[config.mk]
export PLATFORM = sky130hd
export DESIGN_NAME = vdsc_core
export DESIGN_NICKNAME = d
export VERILOG_FILES = /design/src/hw/vdsc_pkg.sv /design/src/hw/vdsc_core.sv /design/src/hw/vdsc_sync.sv /design/src/hw/vdsc_trig.sv
export SDC_FILE = /design/constraint.sdc
export NUM_CORES = 1
export LEC_CHECK = 0
export ABC_AREA = 1
export BUFFER_PORTS_ARGS = -buffer_cell sky130_fd_sc_hd__clkbuf_2
export CAP_MARGIN = 25
export CORE_AREA = 2 2 98 100
export DETAILED_ROUTE_END_ITERATION = 12
export DIE_AREA = 0 0 100 102
export HOLD_SLACK_MARGIN = 0.03
export PLACE_DENSITY = 0.76
export SLEW_MARGIN = 40
export SYNTH_ARGS = -nofsm -noshare
export SYNTH_HDL_FRONTEND = slang
export SYNTH_HIERARCHICAL = 1
export SYNTH_SLANG_ARGS = --single-unit
[constraint.sdc]
create_clock -name clk_i -period 3.1 [get_ports clk_i]
set_input_delay 0.31 -clock clk_i [delete_from_list [all_inputs] [get_ports clk_i]]
set_output_delay 0.31 -clock clk_i [all_outputs]
set_load 0.005 [all_outputs]
[src/hw/vdsc_pkg.sv]
package vdsc_pkg;

  // Register offsets on the register port.
  localparam logic [7:0] ADDR_STATUS      = 8'h00;
  localparam logic [7:0] ADDR_MODE        = 8'h01;
  localparam logic [7:0] ADDR_FIRE        = 8'h0C;
  localparam logic [7:0] ADDR_CFG_FIRST   = 8'h16;
  localparam logic [7:0] ADDR_CFG_LAST    = 8'h1A;
  localparam logic [7:0] ADDR_INPUT_CTRL  = 8'h1D;
  localparam logic [7:0] ADDR_SUPPLY      = 8'h21;
  localparam int         CFG_COUNT        = 5;

  // Field positions.
  localparam int STAT_SHORT_BIT     = 0;
  localparam int STAT_OVER_TEMP_BIT = 1;
  localparam int MODE_FIELD_LSB     = 0;
  localparam int MODE_FIELD_MSB     = 2;
  localparam int MODE_STANDBY_BIT   = 6;
  localparam int MODE_RESET_BIT     = 7;
  localparam int FIRE_BIT           = 0;
  localparam int INPUT_SEL_BIT      = 1;

  // Reset values.
  localparam logic [2:0] MODE_FIELD_RST  = 3'h0;
  localparam logic       STANDBY_RST     = 1'b1;
  localparam logic       FIRE_RST        = 1'b0;
  localparam logic       INPUT_SEL_RST   = 1'b0;
  localparam logic [7:0] CFG_RST         = 8'h00;
  localparam logic [7:0] SUPPLY_RST      = 8'h00;

  // Timing: interval between checks of a persisting output short.
  localparam int unsigned CLK_FREQ_MHZ      = 40;
  localparam int unsigned SHORT_POLL_US     = 100;
  localparam int unsigned SHORT_POLL_CYCLES = SHORT_POLL_US * CLK_FREQ_MHZ;

  // Operating-mode field encodings.
  localparam logic [2:0] MODE_INT_TRIG   = 3'h0;
  localparam logic [2:0] MODE_EDGE_TRIG  = 3'h1;
  localparam logic [2:0] MODE_LEVEL_TRIG = 3'h2;
  localparam logic [2:0] MODE_ANALOG_PWM = 3'h3;
  localparam logic [2:0] MODE_REALTIME   = 3'h5;
  localparam logic [2:0] MODE_DIAG       = 3'h6;
  localparam logic [2:0] MODE_CAL        = 3'h7;

  typedef enum logic [2:0] {
    PS_SHUTDOWN,
    PS_STANDBY,
    PS_READY,
    PS_ACTIVE,
    PS_FAULT
  } vdsc_pstate_t;

  typedef enum logic [2:0] {
    PROC_NONE,
    PROC_PLAY,
    PROC_CAL,
    PROC_DIAG,
    PROC_STREAM
  } vdsc_kind_t;

  typedef struct packed {
    logic       wr;
    logic       rd;
    logic [7:0] addr;
    logic [7:0] wdata;
  } vdsc_reg_req_t;

  typedef struct packed {
    logic       run;
    vdsc_kind_t kind;
  } vdsc_proc_t;

endpackage

[src/hw/vdsc_core.sv]
module vdsc_core
  import vdsc_pkg::*;
#(
  parameter int unsigned POLL_CYCLES = SHORT_POLL_CYCLES
) (
  // Clock and reset
  input  wire logic                         clk_i,
  input  wire logic                         rst_n_i,
  // Host GPIO pins
  input  wire logic                         enable_pin_i,
  input  wire logic                         trigger_input_pin_i,
  // Register port from the serial slave engine
  input  wire vdsc_reg_req_t                reg_req_i,
  output logic                              reg_ack_o,
  output logic          [7:0]               reg_rdata_o,
  // Analog monitors
  input  wire logic                         over_temp_i,
  input  wire logic                         short_det_i,
  input  wire logic                         reg_short_i,
  input  wire logic     [7:0]               supply_meas_i,
  input  wire logic                         supply_valid_i,
  // One-time-programmable configuration storage
  input  wire logic     [CFG_COUNT-1:0]     otp_prog_i,
  input  wire logic     [CFG_COUNT-1:0][7:0] otp_data_i,
  // Playback engine
  input  wire logic                         proc_done_i,
  output vdsc_proc_t                        proc_o,
  output logic                              drive_en_o,
  output vdsc_pstate_t                      power_state_o
);

  localparam logic [15:0] POLL_LAST = 16'(POLL_CYCLES - 1);

  // Synchronised pins and monitors.
  logic [4:0] pins_s;
  logic       en_s;
  logic       trig_s;
  logic       ot_s;
  logic       short_s;
  logic       reg_short_s;
  logic       trig_rise;
  logic       trig_fall;

  vdsc_sync #(.WIDTH(5)) u_sync (
    .clk_i   (clk_i),
    .rst_n_i (rst_n_i),
    .async_i ({reg_short_i, short_det_i, over_temp_i, trigger_input_pin_i, enable_pin_i}),
    .sync_o  (pins_s)
  );

  assign en_s        = pins_s[0];
  assign trig_s      = pins_s[1];
  assign ot_s        = pins_s[2];
  assign short_s     = pins_s[3];
  assign reg_short_s = pins_s[4];

  vdsc_trig u_trig (
    .clk_i   (clk_i),
    .rst_n_i (rst_n_i),
    .pin_i   (trig_s),
    .rise_o  (trig_rise),
    .fall_o  (trig_fall)
  );

  // Registers.
  logic [2:0]   mode_q;
  logic         standby_q;
  logic         dev_reset_q;
  logic         go_q;
  logic         go_d;
  logic         input_sel_q;
  logic [7:0]   cfg_q [CFG_COUNT];
  logic [7:0]   supply_q;
  logic         ot_flag_q;
  logic         short_flag_q;
  logic         block_q;
  logic         fault_q;
  logic         restart_q;
  logic [15:0]  poll_cnt_q;
  logic         run_q;
  logic         run_d;
  logic         run_prev_q;
  vdsc_kind_t   kind_q;
  vdsc_kind_t   kind_d;
  vdsc_pstate_t pstate_d;
  logic [7:0]   rdata_d;
  logic [7:0]   read_mux;

  // Mode decoding.
  function automatic vdsc_kind_t mode_kind(input logic [2:0] mode, input logic stream);
    vdsc_kind_t k;
    k = PROC_NONE;
    unique case (mode)
      MODE_INT_TRIG, MODE_EDGE_TRIG, MODE_LEVEL_TRIG: k = PROC_PLAY;
      MODE_ANALOG_PWM, MODE_REALTIME:                 k = stream ? PROC_STREAM : PROC_PLAY;
      MODE_DIAG:                                      k = PROC_DIAG;
      MODE_CAL:                                       k = PROC_CAL;
      default:                                        k = PROC_NONE;
    endcase
    return k;
  endfunction

  // Register port decode; without enable nothing is written or read.
  wire       wr_ok       = reg_req_i.wr & en_s;
  wire       hit_mode    = reg_req_i.addr == ADDR_MODE;
  wire       hit_fire    = reg_req_i.addr == ADDR_FIRE;
  wire       hit_input   = reg_req_i.addr == ADDR_INPUT_CTRL;
  wire       hit_cfg     = (reg_req_i.addr >= ADDR_CFG_FIRST) && (reg_req_i.addr <= ADDR_CFG_LAST);
  wire [7:0] cfg_off     = reg_req_i.addr - ADDR_CFG_FIRST;
  wire [2:0] cfg_idx     = cfg_off[2:0];
  wire       mode_wr     = wr_ok & hit_mode;
  wire       fire_wr     = wr_ok & hit_fire;

  // Device reset, regulator short and short-recovery restart act as power-up.
  wire soft_rst    = dev_reset_q | reg_short_s | restart_q;
  wire clr         = ~rst_n_i | soft_rst;

  // Go signal: fire bit, or a streaming mode, gated by power and fault state.
  wire ext_edge    = mode_q == MODE_EDGE_TRIG;
  wire ext_level   = mode_q == MODE_LEVEL_TRIG;
  wire stream_mode = (mode_q == MODE_REALTIME) || ((mode_q == MODE_ANALOG_PWM) && input_sel_q);
  wire analog_mode = (mode_q == MODE_ANALOG_PWM) && !input_sel_q;
  wire run_allowed = en_s & ~standby_q & ~fault_q & ~ot_s & ~block_q;
  wire go_signal   = go_q | stream_mode | analog_mode;
  wire proc_end    = proc_done_i & run_q & (kind_q != PROC_STREAM);
  wire short_hit   = short_s & run_q;
  wire short_early = short_hit & ~run_prev_q;
  wire poll_wrap   = fault_q && (poll_cnt_q == POLL_LAST);

  always_comb begin
    go_d = go_q;
    if (proc_end) begin
      go_d = 1'b0;
    end
    if (fire_wr) begin
      go_d = reg_req_i.wdata[FIRE_BIT];
    end
    if (ext_edge && trig_rise) begin
      go_d = ~go_q;
    end
    if (ext_level) begin
      go_d = trig_s;
    end
    if (standby_q) begin
      go_d = 1'b0;
    end
  end

  assign kind_d = mode_kind(mode_q, stream_mode | analog_mode);
  assign run_d  = run_allowed & go_signal & (kind_d != PROC_NONE) & ~short_hit;

  always_comb begin
    if (!en_s) begin
      pstate_d = PS_SHUTDOWN;
    end else if (fault_q) begin
      pstate_d = PS_FAULT;
    end else if (standby_q) begin
      pstate_d = PS_STANDBY;
    end else if (run_d) begin
      pstate_d = PS_ACTIVE;
    end else begin
      pstate_d = PS_READY;
    end
  end

  always_comb begin
    read_mux = 8'h00;
    if (reg_req_i.addr == ADDR_STATUS) begin
      read_mux[STAT_SHORT_BIT]     = short_flag_q;
      read_mux[STAT_OVER_TEMP_BIT] = ot_flag_q;
    end else if (hit_mode) begin
      read_mux[MODE_FIELD_MSB:MODE_FIELD_LSB] = mode_q;
      read_mux[MODE_STANDBY_BIT]              = standby_q;
      read_mux[MODE_RESET_BIT]                = dev_reset_q;
    end else if (hit_fire) begin
      read_mux[FIRE_BIT] = go_q;
    end else if (hit_input) begin
      read_mux[INPUT_SEL_BIT] = input_sel_q;
    end else if (hit_cfg) begin
      read_mux = cfg_q[cfg_idx];
    end else if (reg_req_i.addr == ADDR_SUPPLY) begin
      read_mux = supply_q;
    end
  end

  assign rdata_d = (reg_req_i.rd & en_s) ? read_mux : 8'h00;

  // Host-writable control.
  always_ff @(posedge clk_i) begin
    if (clr) begin
      mode_q      <= MODE_FIELD_RST;
      standby_q   <= STANDBY_RST;
      dev_reset_q <= 1'b0;
      input_sel_q <= INPUT_SEL_RST;
      go_q        <= FIRE_RST;
    end else begin
      if (mode_wr) begin
        mode_q      <= reg_req_i.wdata[MODE_FIELD_MSB:MODE_FIELD_LSB];
        standby_q   <= reg_req_i.wdata[MODE_STANDBY_BIT];
        dev_reset_q <= reg_req_i.wdata[MODE_RESET_BIT];
      end
      if (wr_ok && hit_input) begin
        input_sel_q <= reg_req_i.wdata[INPUT_SEL_BIT];
      end
      go_q <= go_d;
    end
  end

  // Configuration bytes reload on every reset: programmed bytes from storage, the others to CFG_RST.
  always_ff @(posedge clk_i) begin
    for (int i = 0; i < CFG_COUNT; i++) begin
      if (clr) begin
        cfg_q[i] <= otp_prog_i[i] ? otp_data_i[i] : CFG_RST;
      end else if (wr_ok && hit_cfg && (cfg_idx == 3'(i))) begin
        cfg_q[i] <= reg_req_i.wdata;
      end
    end
  end

  // Supply measurement, flags and short handling.
  always_ff @(posedge clk_i) begin
    if (clr) begin
      supply_q     <= SUPPLY_RST;
      ot_flag_q    <= 1'b0;
      short_flag_q <= 1'b0;
      block_q      <= 1'b0;
      fault_q      <= 1'b0;
      restart_q    <= 1'b0;
      poll_cnt_q   <= 16'h0000;
    end else begin
      if (supply_valid_i && run_q) begin
        supply_q <= supply_meas_i;
      end
      ot_flag_q <= ot_s;
      if (short_hit) begin
        short_flag_q <= 1'b1;
      end else if (!short_s) begin
        short_flag_q <= 1'b0;
      end
      if (short_early) begin
        block_q <= 1'b1;
      end else if (mode_wr) begin
        block_q <= 1'b0;
      end
      if (short_hit && !short_early) begin
        fault_q <= 1'b1;
      end
      poll_cnt_q <= (fault_q && !poll_wrap) ? poll_cnt_q + 16'h0001 : 16'h0000;
      restart_q  <= poll_wrap & ~short_s;
    end
  end

  // Process, power state and register-port answer.
  always_ff @(posedge clk_i) begin
    if (clr) begin
      run_q         <= 1'b0;
      run_prev_q    <= 1'b0;
      kind_q        <= PROC_NONE;
      drive_en_o    <= 1'b0;
      power_state_o <= PS_SHUTDOWN;
    end else begin
      run_q         <= run_d;
      run_prev_q    <= run_q;
      kind_q        <= run_d ? kind_d : PROC_NONE;
      drive_en_o    <= run_d;
      power_state_o <= pstate_d;
    end
  end

  always_ff @(posedge clk_i) begin
    if (!rst_n_i) begin
      reg_ack_o   <= 1'b0;
      reg_rdata_o <= 8'h00;
    end else begin
      reg_ack_o   <= reg_req_i.wr | reg_req_i.rd;
      reg_rdata_o <= rdata_d;
    end
  end

  assign proc_o.run  = run_q;
  assign proc_o.kind = kind_q;

endmodule // vdsc_core

[src/hw/vdsc_sync.sv]
module vdsc_sync
  import vdsc_pkg::*;
#(
  parameter int WIDTH = 1
) (
  // Clock and reset
  input  wire logic             clk_i,
  input  wire logic             rst_n_i,
  // Asynchronous levels and their synchronised copies
  input  wire logic [WIDTH-1:0] async_i,
  output logic      [WIDTH-1:0] sync_o
);

  logic [WIDTH-1:0] meta_q;

  always_ff @(posedge clk_i) begin
    if (!rst_n_i) begin
      meta_q <= '0;
      sync_o <= '0;
    end else begin
      meta_q <= async_i;
      sync_o <= meta_q;
    end
  end

endmodule // vdsc_sync

[src/hw/vdsc_trig.sv]
module vdsc_trig
  import vdsc_pkg::*;
(
  // Clock and reset
  input  wire logic clk_i,
  input  wire logic rst_n_i,
  // Synchronised trigger pin level
  input  wire logic pin_i,
  // Detected transitions
  output logic      rise_o,
  output logic      fall_o
);

  logic prev_q;

  always_ff @(posedge clk_i) begin
    if (!rst_n_i) begin
      prev_q <= 1'b0;
    end else begin
      prev_q <= pin_i;
    end
  end

  assign rise_o = pin_i & ~prev_q;
  assign fall_o = ~pin_i & prev_q;

endmodule // vdsc_trig

# Word-level counts from Yosys, hierarchy flattened
# Memory sizes are Yosys's and may differ from the RTL's.
# Index checks and enable logic that the tools add are counted.
dict set report word_totals {
  register_bits 64
  ramBits 40
  input_bits 80
  output_inout_bits 17
  elab_cells 176
  memories 1
}
dict set report op_classes {
  add_sub_neg 2
  magnitude_cmp 2
  n_eq_ne 17
  mux 50
  n_bitwise 43
  reduce_logical 36
}
# name depth width read_ports rd_ports_with_merged_regs write_ports line
set memory_table {}
lappend memory_table {cfg_q 5 8 1 0 5 vdsc_core.sv:72} ;# logic [7:0] cfg_q [CFG_COUNT];
# cell count
set ops {}
lappend ops {{$mux W8} 12}
lappend ops {{$mux W1} 29}
lappend ops {{$and A1 B1 Y1} 17}
lappend ops {{$add A16 B1 Y16 const B} 1}
lappend ops {{$eq A16 B12 Y1 const B} 1}
lappend ops {{$logic_and A1 B1 Y1} 15}
lappend ops {{$not A1 Y1} 14}
lappend ops {{$eq A3 B2 Y1 const B} 4}
lappend ops {{$eq A3 B3 Y1 const B} 4}
lappend ops {{$or A1 B1 Y1} 12}
lappend ops {{$pmux W3 S4} 1}
lappend ops {{$reduce_or A2 Y1} 5}
lappend ops {{$mux W3} 3}
lappend ops {{$reduce_or A3 Y1} 3}
lappend ops {{$eq A8 B1 Y1 const B} 1}
lappend ops {{$eq A8 B4 Y1 const B} 1}
lappend ops {{$eq A8 B5 Y1 const B} 1}
lappend ops {{$eq A8 B6 Y1 const B} 1}
lappend ops {{$ge A8 B5 Y1 const B} 1}
lappend ops {{$le A8 B5 Y1 const B} 1}
lappend ops {{$logic_not A8 Y1} 1}
lappend ops {{$mux W7} 1}
lappend ops {{$eq A3 B1 Y1 const B} 2}
lappend ops {{$logic_not A3 Y1} 2}
lappend ops {{13 further kinds} 17}

# Depth between registers and ports, before layout
dict set report depth {
  ltp_word 12
  ltp_mapped 10
}

# Modules after synthesis
# The synthesis kept the hierarchy.
# module n_inst cells_each area_per_inst_um2 seq_area_each_um2
set by_module_without_submodules {}
lappend by_module_without_submodules {vdsc_core 1 578 4595.7 2262.2}
lappend by_module_without_submodules {vdsc_sync 1 31 286.5 200.2}
lappend by_module_without_submodules {vdsc_trig 1 7 45.0 20.0}

# Worst setup path before layout
# No wires, ideal clock.
dict set report synth_timing {
  path_type {input to register}
  start {in reg_req_i[10] (netlist name)}
  end {mem cfg_q[0][0], enable pin}
  arrival_ns 1.720
  required_time_ns 2.716
  setup_slack_ns 0.996
  stages 5
  n_path_buf 1
  path_cell_list {inv_1 > ha_1 > buf_2 > nand2_1 > o21ai_0}
}
# element line
set synth_rtl {}
lappend synth_rtl {{start, declared} vdsc_core.sv:13} ;# input wire vdsc_reg_req_t reg_req_i,
lappend synth_rtl {{end, declared} vdsc_core.sv:72}

==> results.toml <==
[run_status]
status = "finished, final reports clean"

[global_routing]
grt_max_degree = 20
grt_antenna_before_repair = 0
grt_pass1_wl_um = 19000
grtUsageTotal = 0.234
grt_pass1_vias = 4119
grt-ovfl-total = 0

[worst_setup_path]
required_ns = 3.10
crit_top_cell = "nand2_1"
r2r_cells = 4
cpMaxStageDelayCell = "o21ai_1"
path_max_fanout = 8
crit_end = "cfg_q[2][3]"
end_kind = "register"
reg2reg_slack_ns = 1.06
crit_chain = "nand2_1 -> nor2_8 -> nand2_1 -> o21ai_1"
crit_path_start = "u_sync/sync_o[0]"
max_stage_delay_ns = 0.64
path_class = "register to register"
startpoint_type = "register"
reg2reg_to = "cfg_q[2][3]"
r2r-start = "u_sync/sync_o[0]"
cp.arrival_ns = 2.04

[power_and_ir_drop]
cellLeakagePower_nw = 2.59
power_frac_comb = 0.089
p_sw_frac = 0.258
power_frac_seq = 0.590
p_switching_mw = 0.646
cellPowerDensity_nw_per_um2 = 442
p_int_mw = 1.86
peakVddDrop_mv = 0.228
clockPowerShare = 0.321

[timing]
rsz0062_at_grt = "false"
timing.final.crit_share = 0.658
finalSetupViolCount = 0
drv_slew = 0
fin_tns_setup_ns = 0
worst_slew_pin_slew_ns = 0.770
fin_ws_ns = 1.06
timing.fmax_mhz = 490
slew_headroom = 0.483
fin_worst_skew_ns = 0.0116
final.min_clock_period_ns = 2.04
hold_viol_final = 0

[worst_hold_path]
hp-start = "enable_pin_i"
hold_path_class = "primary input to register"

[clock_network]
cts.clk_slew.worst_paths_ns = 0.11
clock_sinks = 104
hold_buffers = 0
cts_tree = "yes"
cts_setup_buffers = 0
clk_latency_ns = 0.36
cts-resized-gates = 0
clockBufferDepth = 2
cts_buffers = 9
clockRootBuffer = "clkbuf_8"
htreeDepth = 3

[finish]
fillers = 807
syn_to_final_growth_pct = 15.4
seq_area_um2 = 2480
final_core_util = 0.623
antenna_cells = 0
drive_above_1_share = 0.205
multiInputGateArea_um2 = 2040
stdcell_area_um2 = 5680
nNetsFinal = 793

[floorplan]
ios = 97
dieArea_um2 = 10200
rows = 35
die_width_um = 100
core_area_um2 = 9110
initial_core_util = 0.540
die_h_um = 102

[detailed_routing]
drt-total-wl_um = 11500
via_per_inst = 5.28
route.antenna.remaining_nets = 0
drt-initial-drc-count = 299
drc = 0
detail_route.wl_per_cell_um = 13.9
num_vias = 4365
dr.pass1.iters = 5

[placed_design]
port_buffers = 96
gp_congestion = 0.857
preCtsSetupSlack_ns = 0.743
post_dp_cell_area_um2 = 5490
dp_hpwl_um = 8960

[logic_synthesis]
synth.net_count = 696
synth.avg_cell_area_um2 = 8.01
synthCells = 614
syn_area_um2 = 4920
ys_warn_count = 6

[job]
maxCapViolCount = 0
-- worst max-delay path: cells and delay by family, from the launching register on --
kind	cells	cell delay (ns)
AO/OA/AOI/OAI	1	0.64
flip-flops	1	0.40
AND/OR/NAND/NOR	3	0.63
-- layout make-up --
type	instances	share of cell area
clock buffer	10	0.0225
multi-input combinational	416	0.359
inverter	81	0.0580
timing repair buffer	99	0.0886
clock inverter	6	0.0101
sequential	104	0.437
tap	111	0.0245
-- power groups by stage --
stage          clock network (mW)  registers (mW)  logic (mW)
2_1_floorplan                   0            1.51       0.123
4_1_cts                     0.822            1.48       0.223
3_3_place_gp                    0            1.51       0.214
5_1_grt                     0.867            1.49       0.249
3_5_place_dp                    0            1.51       0.221
6_report                    0.804            1.48       0.223
-- state kept, by name, indices dropped and copies added, names as in the netlist --
signal	cells
standby_q	1
input_sel_q	1
fault_q	1
poll_cnt_q	16
reg_ack_o	1
go_q	1
reg_rdata_o	8
run_q	1
block_q	1
u_sync/sync_o	5
run_prev_q	1
u_trig/prev_q	1
mode_q	3
ot_flag_q	1
power_state_o	3
supply_q	8
kind_q	3
restart_q	1
short_flag_q	1
cfg_q	40
dev_reset_q	1
u_sync/meta_q	5
-- per-stage QoR --
stage / total power, mW / cells / hold WS, ns
5_1_grt: 2.60 / 827 / 0.118
3_5_place_dp: 1.73 / 811 / 0.402
2_1_floorplan: 1.63 / 614 / 0.386
4_1_cts: 2.53 / 827 / 0.108
6_report: 2.51 / 827 / 0.121
3_3_place_gp: 1.73 / 811 / 0.399
-- worst min path at each step --
| stage | slack (ns) | depth (start not counted) | endpoint |
|---|---|---|---|
| global placement | 0.40 | 2 | u_sync/sync_o[1] |
| floorplan | 0.39 | 2 | u_sync/sync_o[3] |
| global route | 0.12 | 3 | u_sync/meta_q[2] |
| detailed placement | 0.40 | 2 | u_sync/sync_o[4] |
| CTS | 0.11 | 3 | u_sync/meta_q[0] |
| finish | 0.12 | 3 | u_sync/meta_q[0] |
-- cells in the final DEF (no fill, tap or decap), types with 4 or more instances in the layout --
| master | n |
|---|---|
| edfxtp_1 | 40 |
| nor3_1 | 14 |
| nand4_4 | 5 |
| inv_2 | 4 |
| o21ai_0 | 23 |
| clkinv_4 | 6 |
| nor2_2 | 4 |
| nand2_1 | 161 |
| clkbuf_8 | 9 |
| nand3_1 | 63 |
| inv_1 | 70 |
| a21oi_1 | 27 |
| dfxtp_1 | 64 |
| nand4_1 | 9 |
| nor3b_1 | 4 |
| nor2_1 | 57 |
| clkbuf_2 | 96 |
| o21ai_1 | 18 |
-- per-layer routing --
| layer | track usage | vias to the layer above | part of all wire |
|---|---|---|---|
| li1 | - | 2204 | - |
| met1 | 0.313 | 1996 | 0.45 |
| met2 | 0.385 | 146 | 0.46 |
| met3 | 0.0410 | 19 | 0.059 |
| met4 | 0.0875 | 0 | 0.024 |
| met5 | 0 | - | 0 |
Power figures use the tool's default switching activity.
